**config.mk**
```make
export PLATFORM = sky130hd
export DESIGN_NAME = dcr_bank
export DESIGN_NICKNAME = d
export VERILOG_FILES = /design/src/rtl/dcr_pkg.sv /design/src/rtl/dcr_bank.sv
export SDC_FILE = /design/constraint.sdc
export NUM_CORES = 1
export LEC_CHECK = 0
export BUFFER_PORTS_ARGS = -buffer_cell sky130_fd_sc_hd__buf_4
export CAP_MARGIN = 5
export CELL_PAD_IN_SITES_DETAIL_PLACEMENT = 0
export CELL_PAD_IN_SITES_GLOBAL_PLACEMENT = 2
export CORE_ASPECT_RATIO = 1.75
export CORE_MARGIN = 1.5
export CORE_UTILIZATION = 42
export DETAILED_ROUTE_END_ITERATION = 6
export PLACE_DENSITY = 0.95
export SLEW_MARGIN = 0
export SYNTH_ARGS = -nofsm -noshare
export SYNTH_HDL_FRONTEND = slang
export SYNTH_SLANG_ARGS = --single-unit
```
**constraint.sdc**
```tcl
create_clock -name clock -period 2.6 [get_ports clock]
set_input_delay 0.52 -clock clock [delete_from_list [all_inputs] [get_ports clock]]
set_output_delay 0.52 -clock clock [all_outputs]
set_load 0.01 [all_outputs]
```
**src/rtl/dcr_pkg.sv**
```systemverilog
// What this block does
// - Jumper fitted: load logic image at power-up/reset
// - Jumper absent: no automatic load, await JTAG
// - Top nibble selects register: 0 mode, 1 PLL
// - Mode bit 21 issues converter software reset
// - Mode bit 20 puts converter to sleep
// - Mode bit 19 powers converter fully down
// - Mode bit 17 reads PLL lock, writes ignored
// - Mode bits 15:14 pick interpolation rate
// - Mode bits 13:12 pick modulation mode
// - Mode bit 11 enables zero stuffing
// - Mode bit 10: complex or real mixing
// - Mode bit 8: shared pin lock or clock
// - Mode bit 7: signed or unsigned samples
// - Mode bit 6: two-port or one-port input
// - Mode bits 4,2,1 invert three strobes
// - Mode bit 0: I or Q first
// - PLL bit 15 enable, bits 17:16 prescaler
// - PLL bit 14 charge-pump mode, bits 10:8 value
// - PLL bits 7:0 in-phase fine gain
package dcr_pkg;
   localparam logic [3:0] SEL_MODE = 4'h0;
   localparam logic [3:0] SEL_PLL = 4'h1;
   localparam logic [3:0] ADDR_MODE = 4'h0;
   localparam logic [3:0] ADDR_PLL = 4'h1;
   localparam logic [3:0] ADDR_STATUS = 4'h2;
   localparam int SEL_LSB = 28;
   // Writable masks; read-only positions stay zero, unused ones too except mode bits 23, 22, 18, 9 and 5
   localparam logic [27:0] MODE_MASK = 28'h0DCFFF7;
   localparam logic [27:0] PLL_MASK = 28'h003C7FF;
   localparam logic [27:0] MODE_RESET = 28'h0000000;
   localparam logic [27:0] PLL_RESET = 28'h0000000;
   localparam int MODE_SWRESET_BIT = 21;
   localparam int MODE_LOCK_BIT = 17;
   localparam int SHIFT_LEN = 32;
   localparam int SCLK_DIV = 4;
   localparam int LOAD_TIME_NS = 2000;
   localparam int CLK_NS = 10;
   localparam int LOAD_CYCLES = (LOAD_TIME_NS + CLK_NS - 1) / CLK_NS;
   typedef struct packed {
      logic [3:0] addr;
      logic [31:0] wdata;
      logic wr;
      logic rd;
   } dcr_bus_t;
   typedef struct packed {
      logic sleep;
      logic powerDown;
      logic [1:0] interpRate;
      logic [1:0] modulation;
      logic zeroStuff;
      logic realMix;
      logic pinSelClock;
      logic unsignedData;
      logic onePort;
      logic invDataStrobe;
      logic invSinglePort;
      logic invChanSel;
      logic qFirst;
   } dcr_mode_t;
   typedef struct packed {
      logic [1:0] prescale;
      logic pllOn;
      logic pumpProgrammed;
      logic [2:0] pumpValue;
      logic [7:0] fineGain;
   } dcr_pll_t;
endpackage

```
**src/rtl/dcr_bank.sv**
```systemverilog
// The address-and-strobe port was left to the implementer.
`timescale 1ns/1ps
// Holds the two converter words, relays the newest waiting write serially to the converter,
// and sequences the logic-image load from the boot jumper.
module dcr_bank (
   input wire logic clock,
   input wire logic nrst,
   input wire dcr_pkg::dcr_bus_t bus,
   output logic [31:0] rdata,
   input wire logic bootLoadJumper,
   input wire logic pllLockPin,
   input wire logic loadDonePin,
   output logic loadRequest,
   output logic serClk,
   output logic serCsN,
   output logic serData,
   output logic converterReset,
   output dcr_pkg::dcr_mode_t modeOut,
   output dcr_pkg::dcr_pll_t pllOut,
   output logic busy
);
   typedef enum logic [2:0] {
      LD_IDLE = 3'b001,
      LD_PULSE = 3'b010,
      LD_WAIT = 3'b100
   } dcr_load_t;
   dcr_load_t loadState;
   logic [27:0] modeReg;
   logic [27:0] pllReg;
   logic [2:0] lockSync;
   logic [2:0] jumpSync;
   logic [2:0] doneSync;
   logic lockStable;
   logic jumpStable;
   logic doneStable;
   logic [31:0] shiftReg;
   logic [5:0] bitCount;
   logic [1:0] divCount;
   logic sclkTick;
   logic [31:0] pendWord;
   logic pending;
   logic [15:0] loadCount;
   logic wrMode;
   logic wrPll;

   // Three-stage synchronisers; a change counts when stages two and three agree
   always_ff @(posedge clock or negedge nrst) begin
      if (!nrst) begin
         lockSync <= 3'b000;
         jumpSync <= 3'b000;
         doneSync <= 3'b000;
      end else begin
         lockSync <= {lockSync[1:0], pllLockPin};
         jumpSync <= {jumpSync[1:0], bootLoadJumper};
         doneSync <= {doneSync[1:0], loadDonePin};
      end
   end

   always_ff @(posedge clock or negedge nrst) begin
      if (!nrst) begin
         lockStable <= 1'b0;
         jumpStable <= 1'b0;
         doneStable <= 1'b0;
      end else begin
         if (lockSync[1] == lockSync[2]) lockStable <= lockSync[2];
         if (jumpSync[1] == jumpSync[2]) jumpStable <= jumpSync[2];
         if (doneSync[1] == doneSync[2]) doneStable <= doneSync[2];
      end
   end

   // Address picks the target word; top nibble of the write data must agree
   assign wrMode = bus.wr && bus.addr == dcr_pkg::ADDR_MODE
                   && bus.wdata[31:28] == dcr_pkg::SEL_MODE;
   assign wrPll = bus.wr && bus.addr == dcr_pkg::ADDR_PLL
                  && bus.wdata[31:28] == dcr_pkg::SEL_PLL;

   // Masks drop the read-only lock bit and unused positions except mode bits 23, 22, 18, 9 and 5
   always_ff @(posedge clock or negedge nrst) begin
      if (!nrst) begin
         modeReg <= dcr_pkg::MODE_RESET;
      end else if (wrMode) begin
         modeReg <= bus.wdata[27:0] & dcr_pkg::MODE_MASK;
      end
   end

   always_ff @(posedge clock or negedge nrst) begin
      if (!nrst) begin
         pllReg <= dcr_pkg::PLL_RESET;
      end else if (wrPll) begin
         pllReg <= bus.wdata[27:0] & dcr_pkg::PLL_MASK;
      end
   end

   // Decoded fields to converter-side controls
   always_ff @(posedge clock or negedge nrst) begin
      if (!nrst) begin
         modeOut <= '0;
         pllOut <= '0;
      end else begin
         modeOut.sleep <= modeReg[20];
         modeOut.powerDown <= modeReg[19];
         modeOut.interpRate <= modeReg[15:14];
         modeOut.modulation <= modeReg[13:12];
         modeOut.zeroStuff <= modeReg[11];
         modeOut.realMix <= modeReg[10];
         modeOut.pinSelClock <= modeReg[8];
         modeOut.unsignedData <= modeReg[7];
         modeOut.onePort <= modeReg[6];
         modeOut.invDataStrobe <= modeReg[4];
         modeOut.invSinglePort <= modeReg[2];
         modeOut.invChanSel <= modeReg[1];
         modeOut.qFirst <= modeReg[0];
         pllOut.prescale <= pllReg[17:16];
         pllOut.pllOn <= pllReg[15];
         pllOut.pumpProgrammed <= pllReg[14];
         pllOut.pumpValue <= pllReg[10:8];
         pllOut.fineGain <= pllReg[7:0];
      end
   end

   // Software reset is a pulse, not a stored level
   always_ff @(posedge clock or negedge nrst) begin
      if (!nrst) begin
         converterReset <= 1'b0;
      end else begin
         converterReset <= wrMode && bus.wdata[dcr_pkg::MODE_SWRESET_BIT];
      end
   end

   // Read data one cycle after the strobe; lock bit is live
   always_ff @(posedge clock or negedge nrst) begin
      if (!nrst) begin
         rdata <= 32'h0000_0000;
      end else if (bus.rd) begin
         case (bus.addr)
            dcr_pkg::ADDR_MODE: rdata <= {dcr_pkg::SEL_MODE,
               modeReg | (28'(lockStable) << dcr_pkg::MODE_LOCK_BIT)};
            dcr_pkg::ADDR_PLL: rdata <= {dcr_pkg::SEL_PLL, pllReg};
            dcr_pkg::ADDR_STATUS: rdata <= {28'h0000000, jumpStable,
               loadState == LD_IDLE, pending, busy};
            default: rdata <= 32'h0000_0000;
         endcase
      end else begin
         rdata <= 32'h0000_0000;
      end
   end

   // Serial clock enable from a divider
   always_ff @(posedge clock or negedge nrst) begin
      if (!nrst) begin
         divCount <= 2'h0;
      end else begin
         divCount <= divCount + 2'h1;
      end
   end
   assign sclkTick = (divCount == 2'(dcr_pkg::SCLK_DIV - 1));

   // One-word holding slot; a write during a transfer waits, a later one replaces it
   always_ff @(posedge clock or negedge nrst) begin
      if (!nrst) begin
         pending <= 1'b0;
         pendWord <= 32'h0000_0000;
      end else if (wrMode || wrPll) begin
         pending <= 1'b1;
         pendWord <= bus.wdata & {4'hF, wrMode ? dcr_pkg::MODE_MASK : dcr_pkg::PLL_MASK};
      end else if (pending && !busy && sclkTick) begin
         pending <= 1'b0;
      end
   end

   // Serial relay, most significant bit first, one bit per two ticks
   always_ff @(posedge clock or negedge nrst) begin
      if (!nrst) begin
         busy <= 1'b0;
         serCsN <= 1'b1;
         serClk <= 1'b0;
         serData <= 1'b0;
         shiftReg <= 32'h0000_0000;
         bitCount <= 6'h00;
      end else if (sclkTick) begin
         if (!busy) begin
            if (pending && !(wrMode || wrPll)) begin
               busy <= 1'b1;
               serCsN <= 1'b0;
               serData <= pendWord[31];
               shiftReg <= {pendWord[30:0], 1'b0};
               bitCount <= 6'(dcr_pkg::SHIFT_LEN);
            end
         end else if (!serClk) begin
            serClk <= 1'b1;
         end else begin
            serClk <= 1'b0;
            if (bitCount == 6'h01) begin
               busy <= 1'b0;
               serCsN <= 1'b1;
            end else begin
               serData <= shiftReg[31];
               shiftReg <= {shiftReg[30:0], 1'b0};
            end
            bitCount <= bitCount - 6'h01;
         end
      end
   end

   // Image load after reset only when jumper fitted
   always_ff @(posedge clock or negedge nrst) begin
      if (!nrst) begin
         loadState <= LD_PULSE;
         loadRequest <= 1'b0;
         loadCount <= 16'h0000;
      end else begin
         case (loadState)
            LD_PULSE: begin
               if (loadCount < 16'(dcr_pkg::LOAD_CYCLES)) begin
                  loadCount <= loadCount + 16'h0001; // let jumper settle
               end else if (jumpStable) begin
                  loadRequest <= 1'b1;
                  loadState <= LD_WAIT;
               end else begin
                  loadState <= LD_IDLE;
               end
            end
            LD_WAIT: begin
               if (doneStable) begin
                  loadRequest <= 1'b0;
                  loadState <= LD_IDLE;
               end
            end
            LD_IDLE: loadRequest <= 1'b0;
            default: loadState <= LD_IDLE;
         endcase
      end
   end
endmodule

```
==> results of run 1 <==
-- metrics by stage --
stage / power, mW / utilization
3_5_place_dp: 3.485 / 0.4873
6_report: 6.142 / 0.5225
2_1_floorplan: 3.294 / -
5_1_grt: 6.370 / 0.5225
3_3_place_gp: 3.473 / 0.4873
4_1_cts: 6.224 / 0.5225
-- per-layer routing --
metal	GRT usage	vias up	routed length [um]
met3	0.03698	18	542
met5	0	-	0
li1	-	2212	-
met1	0.2049	2434	6152
met2	0.3107	81	8324
met4	0.06833	0	249
-- cells by family (layout without fill, tap and decap cells) --
group,count (synthesis),after routing,share of synthesized area
AOI/OAI and AO/OA,95,95,0.08875
xor gates and xnor gates,9,9,0.01049
adders and majority gates,7,7,0.01066
buffers and inverters,54,159,0.03530
DFF,193,193,0.6430
muxes,91,91,0.1295
other,1,8,0.0004990
and+or+nand+nor,126,126,0.08175
-- flip-flops by register name, indices dropped and copies added, names as in the netlist, 6 cells and up --
signal     count
pllReg        15
modeOut       15
pllOut        15
rdata         24
loadCount     16
modeReg       20
pendWord      27
bitCount       6
shiftReg      31
-- cell usage after synthesis, drive strengths merged, types with 3 or more instances --
cell type	n
nand3	7
nor2	61
a31o	4
o22ai	26
xor2	5
maj3	3
mux2	50
and2	4
inv	11
a22o	8
nand4	5
buf	24
nor2b	3
mux2i	41
clkbuf	19
nor3	5
a211oi	26
nand2	22
dfrtp	191
nor3b	3
ha	4
and3	9
o21ai	12
a21oi	6
xnor2	4
-- cell type report --
type	count	area share
Sequential cell	193	0.5275
Timing Repair Buffer	116	0.09982
Multi-Input combinational cell	336	0.2693
Inverter	11	0.004506
Clock inverter	13	0.02007
Tap cell	231	0.03154
Clock buffer	19	0.04725
-- worst max path at each step --
stage	start	end	slack [ns]
2_1_floorplan	bus[35]	modeReg[10]$_DFFE_PN0N_	0.55
3_3_place_gp	busy$_DFFE_PN0P_	serData$_DFFE_PN0P_	0.54
3_5_place_dp	busy$_DFFE_PN0P_	shiftReg[14]$_DFFE_PN0P_	0.47
4_1_cts	busy$_DFFE_PN0P_	busy	0.39
5_1_grt	busy$_DFFE_PN0P_	serData$_DFFE_PN0P_	0.28
6_report	busy$_DFFE_PN0P_	busy	0.42
-- power by group through the flow --
stage | Clock (mW) | Sequential (mW) | Combinational [mW]
after CTS | 2.79 | 3.14 | 0.292
after detailed placement | 0 | 3.19 | 0.291
after global routing | 2.91 | 3.15 | 0.315
final | 2.72 | 3.14 | 0.283
after floorplan | 0 | 3.19 | 0.103
after global placement | 0 | 3.19 | 0.283
==> flow_summary.json, run 1 <==
{
  "finalMaxSlewViolations": 0,
  "wl_mm": 15.27,
  "start_kind": "flip-flop",
  "synth_area_leaders": "dfrtp_1, mux2_2, mux2i_1",
  "hold_buffers": 0,
  "ys_async_sr_fraction": 1.000,
  "vias": 4745,
  "synth_top_area_share": 0.6360,
  "cts.root.buffer_cell": "clkbuf_16",
  "dpl_cell_area_um2": 8546,
  "drv_cap": 0,
  "hold_ws_ns": 0.06140,
  "clkPwrFrac": 0.443,
  "numCtsBuffers": 17,
  "synth_area_um2": 7515,
  "coreArea_um2": 17540,
  "cpMostUsedCell": "buf_4",
  "post-place-ws_ns": 0.4664,
  "drc": 0,
  "switchingPower_mw": 1.307,
  "grt_pass1_wl_mm": 25.61,
  "h-tree-depth": 4,
  "multi_input_area_um2": 2467,
  "power_density_nw_per_um2": 670.3,
  "die_y_um": 180.0,
  "seqPwrFrac": 0.511,
  "slew_headroom": 0.6150,
  "hp-class": "in -> async",
  "grt_max_degree": 69,
  "p_sw_frac": 0.2128,
  "crit_slowest_cell": "dfrtp_2",
  "timing.reg2reg.setup_slack_ns": 0.45,
  "fmax_ghz": 0.4595,
  "worst_pin_slew_ns": 0.5769,
  "wire_per_inst_um": 16.61,
  "cts_resized": 0,
  "cts_buffer_depth": 2,
  "drt_iter0_markers": 241,
  "gp_congestion": 0.7407,
  "dieArea_um2": 18740,
  "grt_pass1_vias": 5031,
  "syn_area_per_cell_um2": 13.05,
  "num_rows": 64,
  "intPower_mw": 4.835,
  "mostFrequentLayoutCells": "dfrtp_1, buf_4, nor2_1",
  "setup_tns_ns": 0,
  "vias_per_cell": 5.163,
  "synth_cells": 576,
  "layout_commonest_cell": "dfrtp_1",
  "io_pins": 111,
  "cp.arrival_ns": 1.66,
  "final_antenna_net_count": 0,
  "endpoint_kind": "primary output",
  "worstPathMaxFanout": 20,
  "nFillCells": 1515,
  "setup_slack_ns": 0.4235,
  "dr.pass1.iters": 4,
  "clk_latency_ns": 0.43,
  "rsz0062_at_grt": "false",
  "period_share": 0.8371,
  "worstPathRequired_ns": 2.08,
  "grt_antenna_before_repair": 0,
  "yosysWarningCount": 0,
  "path_cells": "buf_4 > buf_4",
  "drive_above_1_share": 0.3096,
  "cpLargestDelayFamily": "flip-flops",
  "ys_ff_latch": 193,
  "port_buffers": 98,
  "cts.reportedPaths.clkPinSlew_ns": 0.07,
  "initial_core_util": 0.4285,
  "fin_skew_ns": 0.004454,
  "min_period_ns": 2.176,
  "setup_violations": 0,
  "p_comb_frac": 0.046,
  "ys_types": 52,
  "synth_top_area_cell": "dfrtp_1",
  "cts_tree": "built",
  "area_growth_pct": 21.93,
  "diodes": 0,
  "power.leakage_nw": 4.651,
  "yosysSeqAreaShare": 0.6430,
  "stdcell_count": 919,
  "crit_type": "reg -> out",
  "rr_endpoint": "shiftReg[30]$_DFFE_PN0P_",
  "cts_setup_buffers": 0,
  "final_cell_area_um2": 9163,
  "seq_area_um2": 4833,
  "synth_edf_count": 0,
  "synth_ff_type": "dfrtp_1",
  "die_w_um": 104.1,
  "grt_use_total": 0.1748,
  "finalNetCount": 722,
  "grt.overflow.total": 0,
  "ir_drop_mv": 0.5163,
  "final_hold_viol_count": 0,
  "r2r_cells": 5,
  "cp.buffers_inverters": 2,
  "cts.sink_count": 193,
  "hpwl_mm": 10.21,
  "cp_slowest_stage_delay_ns": 0.62,
  "status": "finished, final reports clean",
  "dp_cells": 887,
  "cp_num_cells": 2,
  "regToRegStartpoint": "busy$_DFFE_PN0P_"
}
Power figures use the tool's default switching activity.
==> inputs of run 2 (changes only) <==
--- a/config.mk
+++ b/config.mk
@@ -5,15 +5,16 @@
 export SDC_FILE = /design/constraint.sdc
 export NUM_CORES = 1
 export LEC_CHECK = 0
+export ABC_AREA = 1
 export BUFFER_PORTS_ARGS = -buffer_cell sky130_fd_sc_hd__buf_4
 export CAP_MARGIN = 5
 export CELL_PAD_IN_SITES_DETAIL_PLACEMENT = 0
 export CELL_PAD_IN_SITES_GLOBAL_PLACEMENT = 2
 export CORE_ASPECT_RATIO = 1.75
 export CORE_MARGIN = 1.5
-export CORE_UTILIZATION = 42
+export CORE_UTILIZATION = 36
 export DETAILED_ROUTE_END_ITERATION = 6
-export PLACE_DENSITY = 0.95
+export PLACE_DENSITY = 0.9
 export SLEW_MARGIN = 0
 export SYNTH_ARGS = -nofsm -noshare
 export SYNTH_HDL_FRONTEND = slang
==> constraint.sdc (replaced) <==
create_clock -name clock -period 2.2 [get_ports clock]
set_input_delay 0.44 -clock clock [delete_from_list [all_inputs] [get_ports clock]]
set_output_delay 0.44 -clock clock [all_outputs]
set_load 0.01 [all_outputs]
==> flow_summary.json, run 2 <==
{
  "vias": 5151,
  "fin_skew_ns": 0.006081,
  "final_antenna_net_count": 0,
  "synth_edf_count": 0,
  "status": "finished, final reports clean",
  "nFillCells": 1930,
  "synth_top_area_cell": "dfrtp_1",
  "cts.sink_count": 193,
  "coreArea_um2": 20290,
  "hpwl_mm": 10.57,
  "drive_above_1_share": 0.1883,
  "power_density_nw_per_um2": 771.4,
  "ys_ff_latch": 193,
  "wl_mm": 15.38,
  "die_y_um": 193.1,
  "grt.overflow.total": 0,
  "grt_pass1_wl_mm": 25.83,
  "drt_iter0_markers": 285,
  "ys_async_sr_fraction": 1.000,
  "port_buffers": 98,
  "min_period_ns": 2.087,
  "setup_violations": 0,
  "cpMostUsedCell": "buf_4",
  "synth_ff_type": "dfrtp_1",
  "synth_top_area_share": 0.6430,
  "path_cells": "buf_4 > buf_4",
  "reg_top3": "shiftReg (31), pendWord (27), rdata (24)",
  "drv_cap": 0,
  "synth_cells": 748,
  "period_share": 0.9488,
  "worstPathRequired_ns": 1.76,
  "crit_type": "reg -> out",
  "dr.pass1.iters": 7,
  "wire_per_inst_um": 13.94,
  "synth_area_leaders": "dfrtp_1, nand2_1, o21ai_0",
  "cts.reportedPaths.clkPinSlew_ns": 0.07,
  "area_growth_pct": 21.01,
  "grt_max_degree": 57,
  "num_rows": 69,
  "fmax_ghz": 0.4791,
  "cp_num_cells": 2,
  "cts_tree": "built",
  "gp_congestion": 0.7487,
  "drc": 0,
  "r2r_cells": 8,
  "clk_latency_ns": 0.43,
  "worstPathMaxFanout": 47,
  "numCtsBuffers": 17,
  "ys_top_cells_by_count": "nand2_1, dfrtp_1, o21ai_0, inv_1",
  "ir_drop_mv": 0.7222,
  "cp.buffers_inverters": 2,
  "synth_area_um2": 7433,
  "cpLargestDelayFamily": "buffers and inverters",
  "cts_buffer_depth": 2,
  "yosysWarningCount": 0,
  "power.leakage_nw": 4.625,
  "largest_reg_flops": 31,
  "vias_per_cell": 4.670,
  "dieArea_um2": 21550,
  "start_kind": "flip-flop",
  "die_w_um": 111.6,
  "cts.root.buffer_cell": "clkbuf_16",
  "initial_core_util": 0.3664,
  "h-tree-depth": 4,
  "timing.reg2reg.setup_slack_ns": 0.42,
  "regToRegStartpoint": "bitCount[0]$_DFFE_PN0P_",
  "cp.arrival_ns": 1.65,
  "crit_start": "busy$_DFFE_PN0P_",
  "critPathCapture": "busy",
  "mostFrequentLayoutCells": "nand2_1, dfrtp_1, buf_4",
  "setup_tns_ns": 0,
  "rr_endpoint": "shiftReg[11]$_DFFE_PN0P_",
  "grt_use_total": 0.1516,
  "grt_pass1_vias": 5228,
  "cts_setup_buffers": 0,
  "yosysSeqAreaShare": 0.6501,
  "finalNetCount": 889,
  "crit_slowest_cell": "dfrtp_2",
  "endpoint_kind": "primary output",
  "regMostFlops": "shiftReg",
  "p_total_mw": 6.938,
  "cts_resized": 0,
  "finalMaxSlewViolations": 0,
  "slew_headroom": 0.6293,
  "cp_slowest_stage_delay_ns": 0.54,
  "io_pins": 111,
  "grt_antenna_before_repair": 0,
  "layout_commonest_cell": "nand2_1",
  "ys_types": 35,
  "hp-class": "in -> reg",
  "syn_area_per_cell_um2": 9.938,
  "yosysMostFrequentCell": "nand2_1",
  "diodes": 0,
  "final_hold_viol_count": 0,
  "rsz0062_at_grt": "false",
  "worst_pin_slew_ns": 0.5527
}
## run 2: cell types whose count changed in the layout (fill, tap and decap cells not counted), sizes merged, moves of 27 or more
cell   delta
inv      +64
mux2     -50
mux2i    -41
nand2   +186
nand4    +27
o21ai    +82
## run 2: how the worst min path moves through the flow
stage,cells past startpoint,end,startpoint,slack [ns]
finish,1,jumpSync[0]$_DFF_PN0_,bootLoadJumper,0.12
global route,1,jumpSync[0]$_DFF_PN0_,bootLoadJumper,0.09
CTS,1,jumpSync[0]$_DFF_PN0_,bootLoadJumper,0.1
detailed placement,0,lockSync[1]$_DFF_PN0_,lockSync[0]$_DFF_PN0_,0.33
global placement,0,lockSync[1]$_DFF_PN0_,lockSync[0]$_DFF_PN0_,0.34
floorplan,0,bitCount[0]$_DFFE_PN0P_,nrst,0.14
## run 2: logic make-up (layout without fill, tap and decap cells)
logic type,after synthesis,in the layout,share of synthesized area
adders and majority gates,7,7,0.01077
and+or+nand+nor,302,302,0.1772
buffers and inverters,123,223,0.07153
DFF,193,193,0.6501
xor gates and xnor gates,10,10,0.01178
other,1,8,0.0005045
AOI/OAI and AO/OA,112,112,0.07810
## run 2: final cells by class
type                            instances  area (um2)  share of cell area
Clock buffer                           21       450.4             0.05008
Clock inverter                         11       81.33            0.009042
Inverter                               75       281.5             0.03130
Multi-Input combinational cell        439        2096              0.2330
Sequential cell                       193        4833              0.5373
Tap cell                              248       310.3             0.03450
Timing Repair Buffer                  116       942.2              0.1047
## run 2: worst reg2reg max path, delay by kind of cell (launching register included)
family / cells / cell delay [ns]
DFF: 1 / 0.42
buffers and inverters: 1 / 0.24
and+or+nand+nor: 6 / 0.81
adders and majority gates: 1 / 0.21
## run 2: routing by layer
metal / vias to the layer above / wire (um) / global-route usage / share of wire
met5: - / 0 / 0 / 0
met4: 0 / 397 / 0.06962 / 0.026
met3: 24 / 477 / 0.03157 / 0.031
met2: 84 / 8152 / 0.2711 / 0.53
met1: 2488 / 6351 / 0.1737 / 0.41
li1: 2555 / - / - / -
## run 2: metrics by stage
stage / setup WS [ns] / instances / hold WS, ns / area [um2] / util
3_3_place_gp: 0.2371 / 1070 / 0.3351 / 8453 / 0.4167
2_1_floorplan: 0.6338 / 755 / 0.1444 / 7460 / -
5_1_grt: 0.01209 / 1103 / 0.09208 / 8995 / 0.4434
6_report: 0.1126 / 1103 / 0.1170 / 8995 / 0.4434
3_5_place_dp: 0.2062 / 1070 / 0.3347 / 8453 / 0.4167
4_1_cts: 0.07892 / 1103 / 0.09580 / 8995 / 0.4434
## run 2: timing repair
item / 4_1_cts / 5_1_grt
hold endpoints to repair: 48 / 0
hold buffers: 1 / 0
endpoints found under the setup margin: 0 / 0
## run 2: where the power goes
| part | switching [mW] | internal (mW) | leakage (nW) | total (mW) |
|---|---|---|---|---|
| logic | 0.223 | 0.157 | 1.94 | 0.380 |
| registers | 0.0583 | 3.70 | 2.43 | 3.76 |
| clock network | 1.32 | 1.48 | 0.254 | 2.80 |
| total | 1.60 | 5.34 | 4.62 | 6.94 |
